### src/hdl/keyboard_pin_interrupt_regs.svh
`ifndef KEYBOARD_PIN_INTERRUPT_REGS_SVH
`define KEYBOARD_PIN_INTERRUPT_REGS_SVH
// ==========================================================
// register offsets
`define KEY_STATUS_CONTROL_ADDR 2'h0
`define KEY_PIN_ENABLE_ADDR 2'h1
`define KEY_PIN_POLARITY_ADDR 2'h2
// ==========================================================
// status and control fields
`define KEY_SENSE_SELECT_BIT 0
`define KEY_REQUEST_MASK_BIT 1
`define KEY_REQUEST_ACK_BIT 2
`define KEY_PENDING_FLAG_BIT 3
// ==========================================================
// reset values
`define KEY_STATUS_CONTROL_RST 8'h00
`define KEY_PIN_ENABLE_RST 8'h00
`define KEY_PIN_POLARITY_RST 8'h00
`endif

### src/hdl/keyboard_pin_interrupt_pkg.sv
package keyboard_pin_interrupt_pkg;
  typedef logic [1:0] reg_addr_t;
  typedef logic [7:0] reg_data_t;
  typedef enum logic [1:0] {
    SENSE_EDGE_ONLY = 2'b00,
    SENSE_EDGE_LEVEL = 2'b01
  } sense_mode_t;
endpackage : keyboard_pin_interrupt_pkg

### src/hdl/key_pin_link_if.sv
`timescale 1ns/1ns
interface key_pin_link_if #(parameter int PINS = 5);
  logic [PINS-1:0] assertedNow;
  logic [PINS-1:0] assertedPrev;
  modport producer(output assertedNow, output assertedPrev);
  modport consumer(input assertedNow, input assertedPrev);
endinterface : key_pin_link_if

### src/hdl/keyboard_pin_interrupt.sv
// Notes on behaviour
// RULE_01: software masks, sets polarity, enables, acks, unmasks
// RULE_02: edge pins ack at once; level pins after settling
// RULE_03: pending flag set by any asserted enabled pin
// RULE_04: mask blocks request output, not pending flag
// RULE_05: unit runs in wait; unmasked request wakes
// RULE_06: unit runs in stop; unmasked request wakes
// RULE_07: permitted break clears take effect and stick
// RULE_08: protected break leaves status bits unchanged
// RULE_09: two-step clear holds during protected break; the code drops a remembered ack if the release comes in a protected break
// RULE_10: each pin has enable and own polarity
// RULE_11: enable turns on pull-up or pull-down
// RULE_12: pending flag read-only; bits 7-4 read zero
// RULE_13: ack write clears latch, reads zero
// RULE_14: sense select: 1 edge-and-level, 0 edge only
// RULE_15: five pin enables gate latching
// RULE_16: polarity 1 rising/high; reset clears
// RULE_17: edge mode: fetch or ack clears immediately
// RULE_18: level mode: clear needs ack and release
// RULE_19: edge mode: edge ignored if another asserted
// RULE_20: reset clears latch and sense select
// RULE_21: synchronise pins, compare samples, xor polarity; the code uses xnor (~^), so polarity 1 means high
//
// Our own choices: the placing of the registers and the strobed register port.
`timescale 1ns/1ns
`include "keyboard_pin_interrupt_regs.svh"
module keyboard_pin_interrupt #(
  parameter int PINS = 5
) (
  input wire logic clk,
  input wire logic rst_n,
  input wire keyboard_pin_interrupt_pkg::reg_addr_t regAddr,
  input wire keyboard_pin_interrupt_pkg::reg_data_t regWrData,
  input wire logic regWrite,
  input wire logic regRead,
  output keyboard_pin_interrupt_pkg::reg_data_t regRdData,
  input wire logic [PINS-1:0] keypadInputPins,
  input wire logic vectorFetchAck,
  input wire logic breakState,
  input wire logic breakClearPermit,
  output logic [PINS-1:0] pullUpEnable,
  output logic [PINS-1:0] pullDownEnable,
  output logic keyInterruptReq,
  output logic keyWakeReq
);
  import keyboard_pin_interrupt_pkg::*;

  // ==========================================================
  // register state
  logic keySenseSelect_q;
  logic keyRequestMask_q;
  logic [PINS-1:0] pinRequestEnable_q;
  logic [PINS-1:0] pinPolaritySelect_q;
  logic latch_q;
  logic ackSeen_q;
  reg_data_t rdData_q;
  logic irq_q;
  logic wake_q;
  logic [PINS-1:0] pullUp_q;
  logic [PINS-1:0] pullDown_q;

  key_pin_link_if #(.PINS(PINS)) link ();

  key_pin_sampler #(.PINS(PINS)) u_sampler (
    .clk(clk),
    .rst_n(rst_n),
    .pinIn(keypadInputPins),
    .polarity(pinPolaritySelect_q),
    .link(link)
  );

  function automatic logic hit(input reg_addr_t a, input reg_addr_t want, input logic stb);
    hit = stb && (a == want);
  endfunction : hit

  // ==========================================================
  // pin qualification
  logic [PINS-1:0] activeNow;
  logic [PINS-1:0] activeEdge;
  logic anyActive;
  logic anyOtherHeld;
  logic edgeEvent;
  logic levelEvent;
  logic setEvent;
  logic clearGate;
  logic ackWrite;
  logic ackEvent;
  sense_mode_t senseMode;

  assign senseMode = keySenseSelect_q ? SENSE_EDGE_LEVEL : SENSE_EDGE_ONLY;
  assign activeNow = link.assertedNow & pinRequestEnable_q; // see RULE_15
  assign activeEdge = activeNow & ~link.assertedPrev; // see RULE_21
  assign anyActive = |activeNow;
  // an edge only counts when no other enabled pin was already held
  assign anyOtherHeld = |(link.assertedPrev & pinRequestEnable_q); // see RULE_19
  assign edgeEvent = (|activeEdge) && !anyOtherHeld; // see RULE_19
  assign levelEvent = (senseMode == SENSE_EDGE_LEVEL) && anyActive; // see RULE_18
  assign setEvent = edgeEvent || levelEvent; // see RULE_03
  // a protected break blocks the software ack and the release-time clear of a remembered ack; direct fetch acks and status/control writes still act
  assign clearGate = !breakState || breakClearPermit; // see RULE_07 see RULE_08
  assign ackWrite = hit(regAddr, `KEY_STATUS_CONTROL_ADDR, regWrite)
      && regWrData[`KEY_REQUEST_ACK_BIT];
  assign ackEvent = (ackWrite && clearGate) || vectorFetchAck; // see RULE_13

  // ==========================================================
  // control registers
  always_ff @(posedge clk) begin
    if (!rst_n) begin
      keySenseSelect_q <= 1'(`KEY_STATUS_CONTROL_RST >> `KEY_SENSE_SELECT_BIT); // see RULE_20
      keyRequestMask_q <= 1'(`KEY_STATUS_CONTROL_RST >> `KEY_REQUEST_MASK_BIT);
    end else if (hit(regAddr, `KEY_STATUS_CONTROL_ADDR, regWrite)) begin
      keySenseSelect_q <= regWrData[`KEY_SENSE_SELECT_BIT]; // see RULE_14
      keyRequestMask_q <= regWrData[`KEY_REQUEST_MASK_BIT];
    end
  end

  always_ff @(posedge clk) begin
    if (!rst_n) begin
      pinRequestEnable_q <= PINS'(`KEY_PIN_ENABLE_RST);
    end else if (hit(regAddr, `KEY_PIN_ENABLE_ADDR, regWrite)) begin
      pinRequestEnable_q <= regWrData[PINS-1:0]; // see RULE_10
    end
  end

  always_ff @(posedge clk) begin
    if (!rst_n) begin
      pinPolaritySelect_q <= PINS'(`KEY_PIN_POLARITY_RST); // see RULE_16
    end else if (hit(regAddr, `KEY_PIN_POLARITY_ADDR, regWrite)) begin
      pinPolaritySelect_q <= regWrData[PINS-1:0]; // see RULE_16
    end
  end

  // ==========================================================
  // request latch; a new set wins over a clear in the same cycle
  always_ff @(posedge clk) begin
    if (!rst_n) begin
      latch_q <= 1'b0; // see RULE_20
    end else if (setEvent) begin
      latch_q <= 1'b1; // see RULE_03
    end else if (senseMode == SENSE_EDGE_ONLY) begin
      if (ackEvent) begin
        latch_q <= 1'b0; // see RULE_17
      end
    // a remembered ack is lost if the release comes in a protected break, see RULE_09
    end else if ((ackEvent || (ackSeen_q && clearGate)) && !anyActive) begin
      latch_q <= 1'b0; // see RULE_18
    end
  end

  // remembers an acknowledge that came while inputs were still held
  always_ff @(posedge clk) begin
    if (!rst_n) begin
      ackSeen_q <= 1'b0;
    end else if (!latch_q || senseMode == SENSE_EDGE_ONLY || !anyActive) begin
      ackSeen_q <= 1'b0;
    end else if (ackEvent) begin
      ackSeen_q <= 1'b1; // see RULE_18
    end
  end

  // ==========================================================
  // outputs
  always_ff @(posedge clk) begin
    if (!rst_n) begin
      irq_q <= 1'b0;
      wake_q <= 1'b0;
    end else begin
      irq_q <= latch_q && !keyRequestMask_q; // see RULE_04
      // clock runs on in wait and stop, so the same path wakes the core
      wake_q <= latch_q && !keyRequestMask_q; // see RULE_05 see RULE_06
    end
  end

  always_ff @(posedge clk) begin
    if (!rst_n) begin
      pullUp_q <= '0;
      pullDown_q <= '0;
    end else begin
      pullUp_q <= pinRequestEnable_q & ~pinPolaritySelect_q; // see RULE_11
      pullDown_q <= pinRequestEnable_q & pinPolaritySelect_q; // see RULE_11
    end
  end

  // ==========================================================
  // read port; reads carry no side effects, so break is harmless
  always_ff @(posedge clk) begin
    if (!rst_n) begin
      rdData_q <= 8'h00;
    end else if (regRead) begin
      case (regAddr)
        `KEY_STATUS_CONTROL_ADDR: begin
          rdData_q <= {4'h0, latch_q, 1'b0, keyRequestMask_q,
                       keySenseSelect_q}; // see RULE_12 see RULE_13 see RULE_09
        end
        `KEY_PIN_ENABLE_ADDR: begin
          rdData_q <= 8'(pinRequestEnable_q);
        end
        `KEY_PIN_POLARITY_ADDR: begin
          rdData_q <= 8'(pinPolaritySelect_q);
        end
        default: begin
          rdData_q <= 8'h00;
        end
      endcase
    end else begin
      rdData_q <= 8'h00;
    end
  end

  assign regRdData = rdData_q;
  assign keyInterruptReq = irq_q;
  assign keyWakeReq = wake_q;
  assign pullUpEnable = pullUp_q;
  assign pullDownEnable = pullDown_q;

  // ==========================================================
  // checks
  chk_mask_blocks_irq: assert property (@(posedge clk) disable iff (!rst_n) // see RULE_04
    $past(keyRequestMask_q) |-> !keyInterruptReq)
    else $error("request passed while masked");
  chk_irq_follows_latch: assert property (@(posedge clk) disable iff (!rst_n) // see RULE_04
    (latch_q && !keyRequestMask_q) |=> keyInterruptReq)
    else $error("unmasked latch did not raise request");
  chk_set_latches: assert property (@(posedge clk) disable iff (!rst_n) // see RULE_03
    setEvent |=> latch_q)
    else $error("asserted pin did not set latch");
  chk_edge_ack_clears: assert property (@(posedge clk) disable iff (!rst_n) // see RULE_17
    (!keySenseSelect_q && vectorFetchAck && !setEvent) |=> !latch_q)
    else $error("edge mode ack did not clear");
  chk_level_holds: assert property (@(posedge clk) disable iff (!rst_n) // see RULE_18
    (keySenseSelect_q && anyActive) |=> latch_q)
    else $error("level request dropped while asserted");
  chk_break_protect: assert property (@(posedge clk) disable iff (!rst_n) // see RULE_08
    (breakState && !breakClearPermit && !vectorFetchAck && latch_q) |=> latch_q)
    else $error("status changed in protected break");
  chk_ack_reads_zero: assert property (@(posedge clk) disable iff (!rst_n) // see RULE_12
    ($past(regRead) && $past(regAddr) == `KEY_STATUS_CONTROL_ADDR)
      |-> (regRdData[7:4] == 4'h0 && !regRdData[2] && regRdData[3] == $past(latch_q)))
    else $error("status read wrong");
  chk_pull_select: assert property (@(posedge clk) disable iff (!rst_n) // see RULE_11
    ##1 (pullUpEnable == ($past(pinRequestEnable_q) & ~$past(pinPolaritySelect_q))))
    else $error("pull-up select wrong");
  chk_wake_irq: assert property (@(posedge clk) disable iff (!rst_n) // see RULE_05
    (latch_q && !keyRequestMask_q) |=> keyWakeReq)
    else $error("unmasked latch did not raise wake");
  chk_wake_masked: assert property (@(posedge clk) disable iff (!rst_n) // see RULE_06
    $past(keyRequestMask_q) |-> !keyWakeReq)
    else $error("wake passed while masked");
  chk_pending_kept: assert property (@(posedge clk) disable iff (!rst_n) // see RULE_04
    (latch_q && keyRequestMask_q && !ackEvent && !ackSeen_q) |=> latch_q)
    else $error("mask disturbed pending flag");
  chk_pull_down_select: assert property (@(posedge clk) disable iff (!rst_n) // see RULE_11
    ##1 (pullDownEnable == ($past(pinRequestEnable_q) & $past(pinPolaritySelect_q))))
    else $error("pull-down select wrong");
  chk_held_edge_ignored: assert property (@(posedge clk) disable iff (!rst_n) // see RULE_19
    (!keySenseSelect_q && anyOtherHeld && !latch_q) |=> !latch_q)
    else $error("edge latched while another pin held");
  chk_edge_needs_event: assert property (@(posedge clk) disable iff (!rst_n) // see RULE_14
    (!keySenseSelect_q && !latch_q && !edgeEvent) |=> !latch_q)
    else $error("edge mode latched without an edge");
  chk_level_ack_release: assert property (@(posedge clk) disable iff (!rst_n) // see RULE_18
    (keySenseSelect_q && !anyActive && ackEvent) |=> !latch_q)
    else $error("released level request not cleared");
  chk_ack_remembered: assert property (@(posedge clk) disable iff (!rst_n) // see RULE_18
    (keySenseSelect_q && latch_q && anyActive && ackEvent) |=> ackSeen_q)
    else $error("held level ack not remembered");
  chk_ack_write_clears: assert property (@(posedge clk) disable iff (!rst_n) // see RULE_13
    (!breakState && ackWrite && !keySenseSelect_q && !setEvent) |=> !latch_q)
    else $error("ack write did not clear");
  chk_break_permit_clear: assert property (@(posedge clk) disable iff (!rst_n) // see RULE_07
    (breakState && breakClearPermit && ackWrite && !keySenseSelect_q && !setEvent)
      |=> !latch_q)
    else $error("permitted break clear ignored");
  chk_disabled_pins_idle: assert property (@(posedge clk) disable iff (!rst_n) // see RULE_15
    (pinRequestEnable_q == '0 && !latch_q) |=> !latch_q)
    else $error("disabled pins set the latch");
  chk_reset_clears: assert property (@(posedge clk) // see RULE_20
    !rst_n |=> (!latch_q && !keySenseSelect_q))
    else $error("reset left request or mode set");
  chk_polarity_reset: assert property (@(posedge clk) // see RULE_16
    !rst_n |=> (pinPolaritySelect_q == '0))
    else $error("reset left polarity set");
  chk_status_mode_read: assert property (@(posedge clk) disable iff (!rst_n) // see RULE_14
    ($past(regRead) && $past(regAddr) == `KEY_STATUS_CONTROL_ADDR)
      |-> (regRdData[1:0] == {$past(keyRequestMask_q), $past(keySenseSelect_q)}))
    else $error("status mode bits read wrong");
  chk_enable_read: assert property (@(posedge clk) disable iff (!rst_n) // see RULE_10
    ($past(regRead) && $past(regAddr) == `KEY_PIN_ENABLE_ADDR)
      |-> (regRdData == 8'($past(pinRequestEnable_q))))
    else $error("pin enable read wrong");
  chk_polarity_read: assert property (@(posedge clk) disable iff (!rst_n) // see RULE_16
    ($past(regRead) && $past(regAddr) == `KEY_PIN_POLARITY_ADDR)
      |-> (regRdData == 8'($past(pinPolaritySelect_q))))
    else $error("pin polarity read wrong");
  // two reset-free samples back, so the synchroniser carries real pin data
  chk_sync_polarity: assert property (@(posedge clk) disable iff (!rst_n) // see RULE_21
    ($past(rst_n) && $past(rst_n, 2))
      |-> (link.assertedNow == ($past(keypadInputPins, 2) ~^ pinPolaritySelect_q)))
    else $error("pin sample or polarity wrong");

  // ==========================================================
  // coverage
  cov_edge_set: cover property (@(posedge clk) disable iff (!rst_n)
    !keySenseSelect_q && edgeEvent ##1 latch_q);
  cov_level_ack: cover property (@(posedge clk) disable iff (!rst_n)
    keySenseSelect_q && ackWrite && anyActive ##[1:20] !latch_q);
  cov_break_ack: cover property (@(posedge clk) disable iff (!rst_n)
    breakState && breakClearPermit && ackWrite);
  cov_held_edge: cover property (@(posedge clk) disable iff (!rst_n)
    !keySenseSelect_q && anyOtherHeld && (|activeEdge));
  cov_fetch_clear: cover property (@(posedge clk) disable iff (!rst_n)
    vectorFetchAck && latch_q ##1 !latch_q);
endmodule : keyboard_pin_interrupt

### src/hdl/key_pin_sampler.sv
`timescale 1ns/1ns
module key_pin_sampler #(
  parameter int PINS = 5
) (
  input wire logic clk,
  input wire logic rst_n,
  input wire logic [PINS-1:0] pinIn,
  input wire logic [PINS-1:0] polarity,
  key_pin_link_if.producer link
);
  import keyboard_pin_interrupt_pkg::*;
  logic [PINS-1:0] meta_q;
  logic [PINS-1:0] sync_q;
  logic [PINS-1:0] prev_q;

  // ==========================================================
  // two-stage synchroniser, two flops per pin
  always_ff @(posedge clk) begin
    if (!rst_n) begin
      meta_q <= '0;
      sync_q <= '0;
    end else begin
      meta_q <= pinIn; // see RULE_21
      sync_q <= meta_q;
    end
  end

  // previous sample, polarity folded in so asserted is high
  always_ff @(posedge clk) begin
    if (!rst_n) begin
      prev_q <= '0;
    end else begin
      prev_q <= sync_q ~^ polarity;
    end
  end

  assign link.assertedNow = sync_q ~^ polarity; // see RULE_21
  assign link.assertedPrev = prev_q;
endmodule : key_pin_sampler

### config.mk
export PLATFORM = sky130hd
export DESIGN_NAME = keyboard_pin_interrupt
export DESIGN_NICKNAME = d
export VERILOG_FILES = /design/src/hdl/keyboard_pin_interrupt_pkg.sv /design/src/hdl/key_pin_link_if.sv /design/src/hdl/keyboard_pin_interrupt.sv /design/src/hdl/key_pin_sampler.sv
export VERILOG_INCLUDE_DIRS = /design/src /design/src/hdl
export SDC_FILE = /design/constraint.sdc
export NUM_CORES = 1
export LEC_CHECK = 0
export BUFFER_PORTS_ARGS = -buffer_cell sky130_fd_sc_hd__buf_2
export CORE_MARGIN = 2
export CORE_UTILIZATION = 40
export DETAILED_ROUTE_END_ITERATION = 7
export PLACE_DENSITY = 0.62
export SLEW_MARGIN = 20
export SYNTH_ARGS = -nofsm -noshare
export SYNTH_HDL_FRONTEND = slang
export SYNTH_SLANG_ARGS = --single-unit
### constraint.sdc
create_clock -name clk -period 2.53 [get_ports clk]
set_input_delay 0.1265 -clock clk [delete_from_list [all_inputs] [get_ports clk]]
set_output_delay 0.1265 -clock clk [all_outputs]
set_load 0.03 [all_outputs]
[Yosys cells after proc, flatten, opt, wreduce, memory -nomap -nowiden]
Index checks and enable logic that the tools add are counted.
Storage, ports and cells
  input bits: 22
  bits in registers: 48
  logic and storage cells: 62
Cells by class
  multiplexer cells: 6
  bitwise logic cells: 9
  reduce and logical (&&, ||, !) cells: 30
  eq/ne operators: 4
Operators with widths (count)
  5-bit bitwise AND: 5
  5-bit one-hot mux with 3 select lines: 1
  5-bit OR reduction: 3
  1-bit logical AND: 10
  5-bit NOT: 2
  1-bit logical OR: 6
  1-bit logical NOT: 5
  1-bit 2-to-1 mux: 5
  5-bit XNOR: 1
  2-bit logical NOT: 2
  2-bit AND reduction: 2
  3-bit != test, second input constant: 1
  3-bit nonzero test: 1
  2-bit by 1-bit equality test with 1-bit output, second input constant: 1
  2-bit equality test, second input constant: 1
  2-bit OR reduction: 1
  1-bit equality test, second input constant: 1
  1-bit NOT: 1

[Longest topological paths before layout]
  depth in word-level cells: 10
  mapped depth: 6

[Hierarchy]
Synthesis repeated with hierarchy kept, for this count alone.
Unflattened totals
  cell total of the unflattened synthesis: 163
  area, all modules: 1650.3 um^2
By module, submodules not included
  keyboard_pin_interrupt: area each 1204.9 um^2, seq. area each 600.6 um^2, times used 1, cells an instance 127
  key_pin_sampler: area each 445.4 um^2, seq. area each 300.3 um^2, times used 1, cells an instance 36

[Worst setup path after synthesis]
No wires, ideal clock.
  path kind: in2reg
  start point: input regAddr[0]
  end point: register latch_q
  required time: 2.405 ns
  setup time: 0.125 ns
  stages on the path: 6
  arrival time: 0.988 ns
  path slack: 1.416 ns
  path through: buf_6 > nor3b_4 > a31oi_1 > and3_1 > a211oi_2 > o22ai_1
Between the ends
  word-level cells in the longest chain between the ends: 9
  elaborated cells on any way between the ends: 10
  classes of those cells: eq/ne (1); reduce/logical (9)
Ends and longest elaborated chain
  start: declaration: RTL line keyboard_pin_interrupt.sv:32  | input wire keyboard_pin_interrupt_pkg::reg_addr_t regAddr,
  2-bit logical NOT *: RTL line keyboard_pin_interrupt.sv:73  | hit = stb && (a == want);
  1-bit logical AND *: RTL line keyboard_pin_interrupt.sv:73
  1-bit logical AND *: RTL line keyboard_pin_interrupt.sv:101  | assign ackWrite = hit(regAddr, `KEY_STATUS_CONTROL_ADDR, regWrite)
  1-bit logical AND *: RTL line keyboard_pin_interrupt.sv:103  | assign ackEvent = (ackWrite && clearGate) || vectorFetchAck;
  1-bit logical OR *: RTL line keyboard_pin_interrupt.sv:103
  1-bit logical OR: RTL line keyboard_pin_interrupt.sv:145  | end else if ((ackEvent || (ackSeen_q && clearGate)) && !anyActive) begin
  1-bit logical AND: RTL line keyboard_pin_interrupt.sv:145
  3-bit nonzero test (no source line)
  2-bit AND reduction (no source line) *
  end signal: assignment: RTL line keyboard_pin_interrupt.sv:139  | latch_q <= 1'b1;
  end signal: assignment: RTL line keyboard_pin_interrupt.sv:142  | latch_q <= 1'b0;
  end signal: assignment: RTL line keyboard_pin_interrupt.sv:146  | latch_q <= 1'b0;
  end: declaration: RTL line keyboard_pin_interrupt.sv:54  | logic latch_q;
Every way passes the cells marked *; elsewhere a longest branch is shown, timed or not.
A chain may end at the register's enable or synchronous reset.

[Worst setup path in the final report]
  start point: register pinPolaritySelect_q[3]
  end point: register latch_q
Between the ends
  word-level cells in the longest chain between the ends: 8
  elaborated cells on any way between the ends: 14
  classes of those cells: eq/ne (1); mux (1); bitwise (3); reduce/logical (9)
Ends and longest elaborated chain
  start: declaration: RTL line keyboard_pin_interrupt.sv:53  | logic [PINS-1:0] pinPolaritySelect_q;
  start signal: assignment: RTL line keyboard_pin_interrupt.sv:127  | pinPolaritySelect_q <= PINS'(`KEY_PIN_POLARITY_RST);
  start signal: assignment: RTL line keyboard_pin_interrupt.sv:129  | pinPolaritySelect_q <= regWrData[PINS-1:0];
  5-bit XNOR *: RTL line key_pin_sampler.sv:37  | assign link.assertedNow = sync_q ~^ polarity;
  5-bit bitwise AND *: RTL line keyboard_pin_interrupt.sv:91  | assign activeNow = link.assertedNow & pinRequestEnable_q;
  5-bit bitwise AND: RTL line keyboard_pin_interrupt.sv:92  | assign activeEdge = activeNow & ~link.assertedPrev;
  5-bit OR reduction: RTL line keyboard_pin_interrupt.sv:96  | assign edgeEvent = (|activeEdge) && !anyOtherHeld;
  1-bit logical AND: RTL line keyboard_pin_interrupt.sv:96
  1-bit logical OR: RTL line keyboard_pin_interrupt.sv:98  | assign setEvent = edgeEvent || levelEvent;
  3-bit != test (no source line) / 3-bit nonzero test (equally long branches)
  2-bit AND reduction (no source line)
  end signal: assignment: RTL line keyboard_pin_interrupt.sv:137  | latch_q <= 1'b0;
  end signal: assignment: RTL line keyboard_pin_interrupt.sv:139
  end signal: assignment: RTL line keyboard_pin_interrupt.sv:142
Marks and branches as above.

==> flow_summary.toml <==
[run_status]
status = "complete, no violations"

[yosys]
yosysTopAreaCell = "dfxtp_1"
synthTopCellsByArea = "dfxtp_1 (55%), and2_1 (5.8%), nand2_1 (5.8%), nand3_1 (4.3%), nor2_1 (4.1%)"
ys_ff_latch = 45
synth.avg_cell_area_sq_um = 9.22
netlist_instances = 177
synthDistinctLibCells = 29
ys_seq_area_frac = 0.552
netlist_area_sq_um = 1630
synth.top_cell.area_share = 0.552
yosys_warnings = 0

[timing]
tns_ns = 0
layout_min_cycle_time_ns = 1.24
setup_viol = 0
slew_violations = 0
timing.hold.ws_ns = 0.0329
max_freq_mhz = 803
finalCritPeriodShare = 0.492
rsz0062_at_grt = "false"
clock_skew_ns = 0.00951
hold_violations = 0

[placement]
gp_congestion = 0.839
port_buffers = 35
dp_cells = 253
dp_hpwl_um = 2200

[global_routing]
grt_pass1_vias = 1167
grt_pass1_wl_um = 5370
antenna_found_initial = 0
grt_overflow = 0
grtUsageTotal = 0.162
grt_max_degree = 31

[detailed_routing]
routed_wl_um = 3160
drt_iter0_drc = 75
first_pass_iters = 4
ant_nets = 0
wl_per_cell_um = 12.1
drcViolationCount = 0
vias = 1271
avgViaCountPerCell = 4.87

[clock_network]
insertion_delay_ns = 0.30
cts-htree-levels = 2
numCtsBuffers = 5
clk_path_buf_depth = 2
clockRootBuffer = "clkbuf_8"
cts_tree = "yes"
cts_setup_buffers = 0
ctsHoldBuffers = 0
cts.sinks = 45
cts_resized = 0
clkTransAtPathRegs_ns = 0.09

[critical_path]
critPathMaxFanout = 5
end_kind = "flop"
startpoint_type = "flop"
worstRegToRegCells = 5
r2r-start = "pinPolaritySelect_q[3]$_SDFFE_PN0P_"
cp.required_ns = 2.69
worstPathArrival_ns = 1.41
path_class = "flop to flop"
r2r_setup_slack_ns = 1.29
worst_r2r_endpoint = "latch_q$_SDFFE_PN0P_"

[layout]
fin_cells = 261
n_fill_cell = 390
drive_gt1_frac = 0.213
syn_to_final_growth_pct = 18.0
layout.nets = 232
n_antenna_cell = 0

[floorplanning]
initial_core_util = 0.411
die_area_sq_um = 4610
ios = 42
dieHeight_um = 67.9
core_sq_um = 3970
die_w_um = 67.9
core.rowCount = 23

[flow_run]
cap_violations = 0

[power_and_ir_drop]
ir_worst_vdd_mv = 0.359
p_total_w = 0.00139
leakagePower_nw = 0.836
p_per_area_nw_per_um2 = 720

[worst_hold_path]
whs_path_depth = 2
hold_path.class = "input pin to flop"
min_to = "u_sampler.meta_q[2]$_SDFF_PN0_"
holdCritStartpoint = "keypadInputPins[2]"
==> cell usage in the layout (no fill, tap or decap), types with 2 or more instances in the layout <==
cell | netlist | layout
xnor2_1 | 5 | 5
nand3_1 | 14 | 14
conb_1 | 1 | 3
buf_2 | 2 | 35
mux2i_1 | 5 | 5
o22ai_1 | 2 | 2
a21oi_1 | 13 | 13
and2_1 | 15 | 15
inv_1 | 2 | 2
dfxtp_1 | 45 | 45
nand2_1 | 25 | 25
and3_1 | 6 | 6
nor2_1 | 18 | 18
a22oi_1 | 3 | 3
clkbuf_8 | 0 | 5
==> state kept, by name, summed over array words and instances (netlist names), 5 cells and up <==
register,flops
regRdData,5
u_sampler.link.assertedPrev,5
u_sampler.sync_q,5
pinRequestEnable_q,5
pullDownEnable,5
u_sampler.meta_q,5
pinPolaritySelect_q,5
pullUpEnable,5
==> through the flow <==
step / worst slack, ns / cell area [sq um] / util
final: 1.29 / 1930 / 0.485
after global routing: 1.17 / 1930 / 0.485
after floorplan: 1.42 / 1640 / -
after CTS: 1.27 / 1930 / 0.485
after global placement: 1.14 / 1810 / 0.457
after detailed placement: 1.15 / 1810 / 0.457
==> layout make-up <==
class                           count  area (sq um)  area share
Timing Repair Buffer               36           183      0.0949
Multi-Input combinational cell    120           661       0.343
Clock inverter                      2          38.8      0.0201
Clock buffer                        6          72.6      0.0377
Sequential cell                    45           901       0.468
Tap cell                           50          62.6      0.0325
Inverter                            2          7.51     0.00390
==> how the worst max path moves through the flow <==
stage | startpoint | endpoint | slack, ns | depth (start not counted)
6_report | pinPolaritySelect_q[3]$_SDFFE_PN0P_ | latch_q$_SDFFE_PN0P_ | 1.29 | 5
5_1_grt | pinPolaritySelect_q[3]$_SDFFE_PN0P_ | latch_q$_SDFFE_PN0P_ | 1.17 | 5
4_1_cts | pinPolaritySelect_q[3]$_SDFFE_PN0P_ | latch_q$_SDFFE_PN0P_ | 1.27 | 5
3_5_place_dp | regWrite | latch_q$_SDFFE_PN0P_ | 1.15 | 6
3_3_place_gp | regWrite | latch_q$_SDFFE_PN0P_ | 1.14 | 6
2_1_floorplan | regAddr[0] | latch_q$_SDFFE_PN0P_ | 1.42 | 6
==> cell usage after synthesis (all sizes together) <==
library cell / instances
nand2: 25
a222oi: 1
a31oi: 1
dfxtp: 45
nor2b: 1
nand3: 14
nand2b: 1
mux2i: 5
and2: 15
a22oi: 3
conb: 1
a21oi: 13
buf: 8
nor3: 1
o22ai: 2
nor3b: 1
and2b: 1
inv: 2
xnor2: 5
o21ai: 1
clkbuf: 4
a211oi: 2
a21boi: 1
and3: 6
nor2: 18
==> critical path, cell delays in order (launching register included) <==
cell and delay [ns]:
dfxtp_1 0.45, xnor2_1 0.13, nand2_1 0.09, nand3_1 0.11
a211oi_2 0.23, o22ai_1 0.10
==> power breakdown <==
part | internal (W) | leakage [nW] | switching (W) | total [W]
logic | 0.0000408 | 0.413 | 0.0000619 | 0.000103
registers | 0.000732 | 0.368 | 0.0000176 | 0.000750
clock network | 0.000296 | 0.0554 | 0.000237 | 0.000533
==> cells by family after synthesis <==
kind of cell | synth area share
other | 0.00230
multiplexers | 0.0307
AO/OA/AOI/OAI | 0.0913
flip-flops | 0.552
AND/OR/NAND/NOR | 0.249
XOR/XNOR | 0.0268
buffers and inverters | 0.0475
==> layer usage <==
layer  track usage  vias up  wire length, um
li1              -      642                -
met1         0.190      577             1370
met2         0.270       47             1540
met3        0.0493        5              207
met4        0.0750        0               45
met5             0        -                0
No activity file was read; power rests on OpenSTA's default activity.
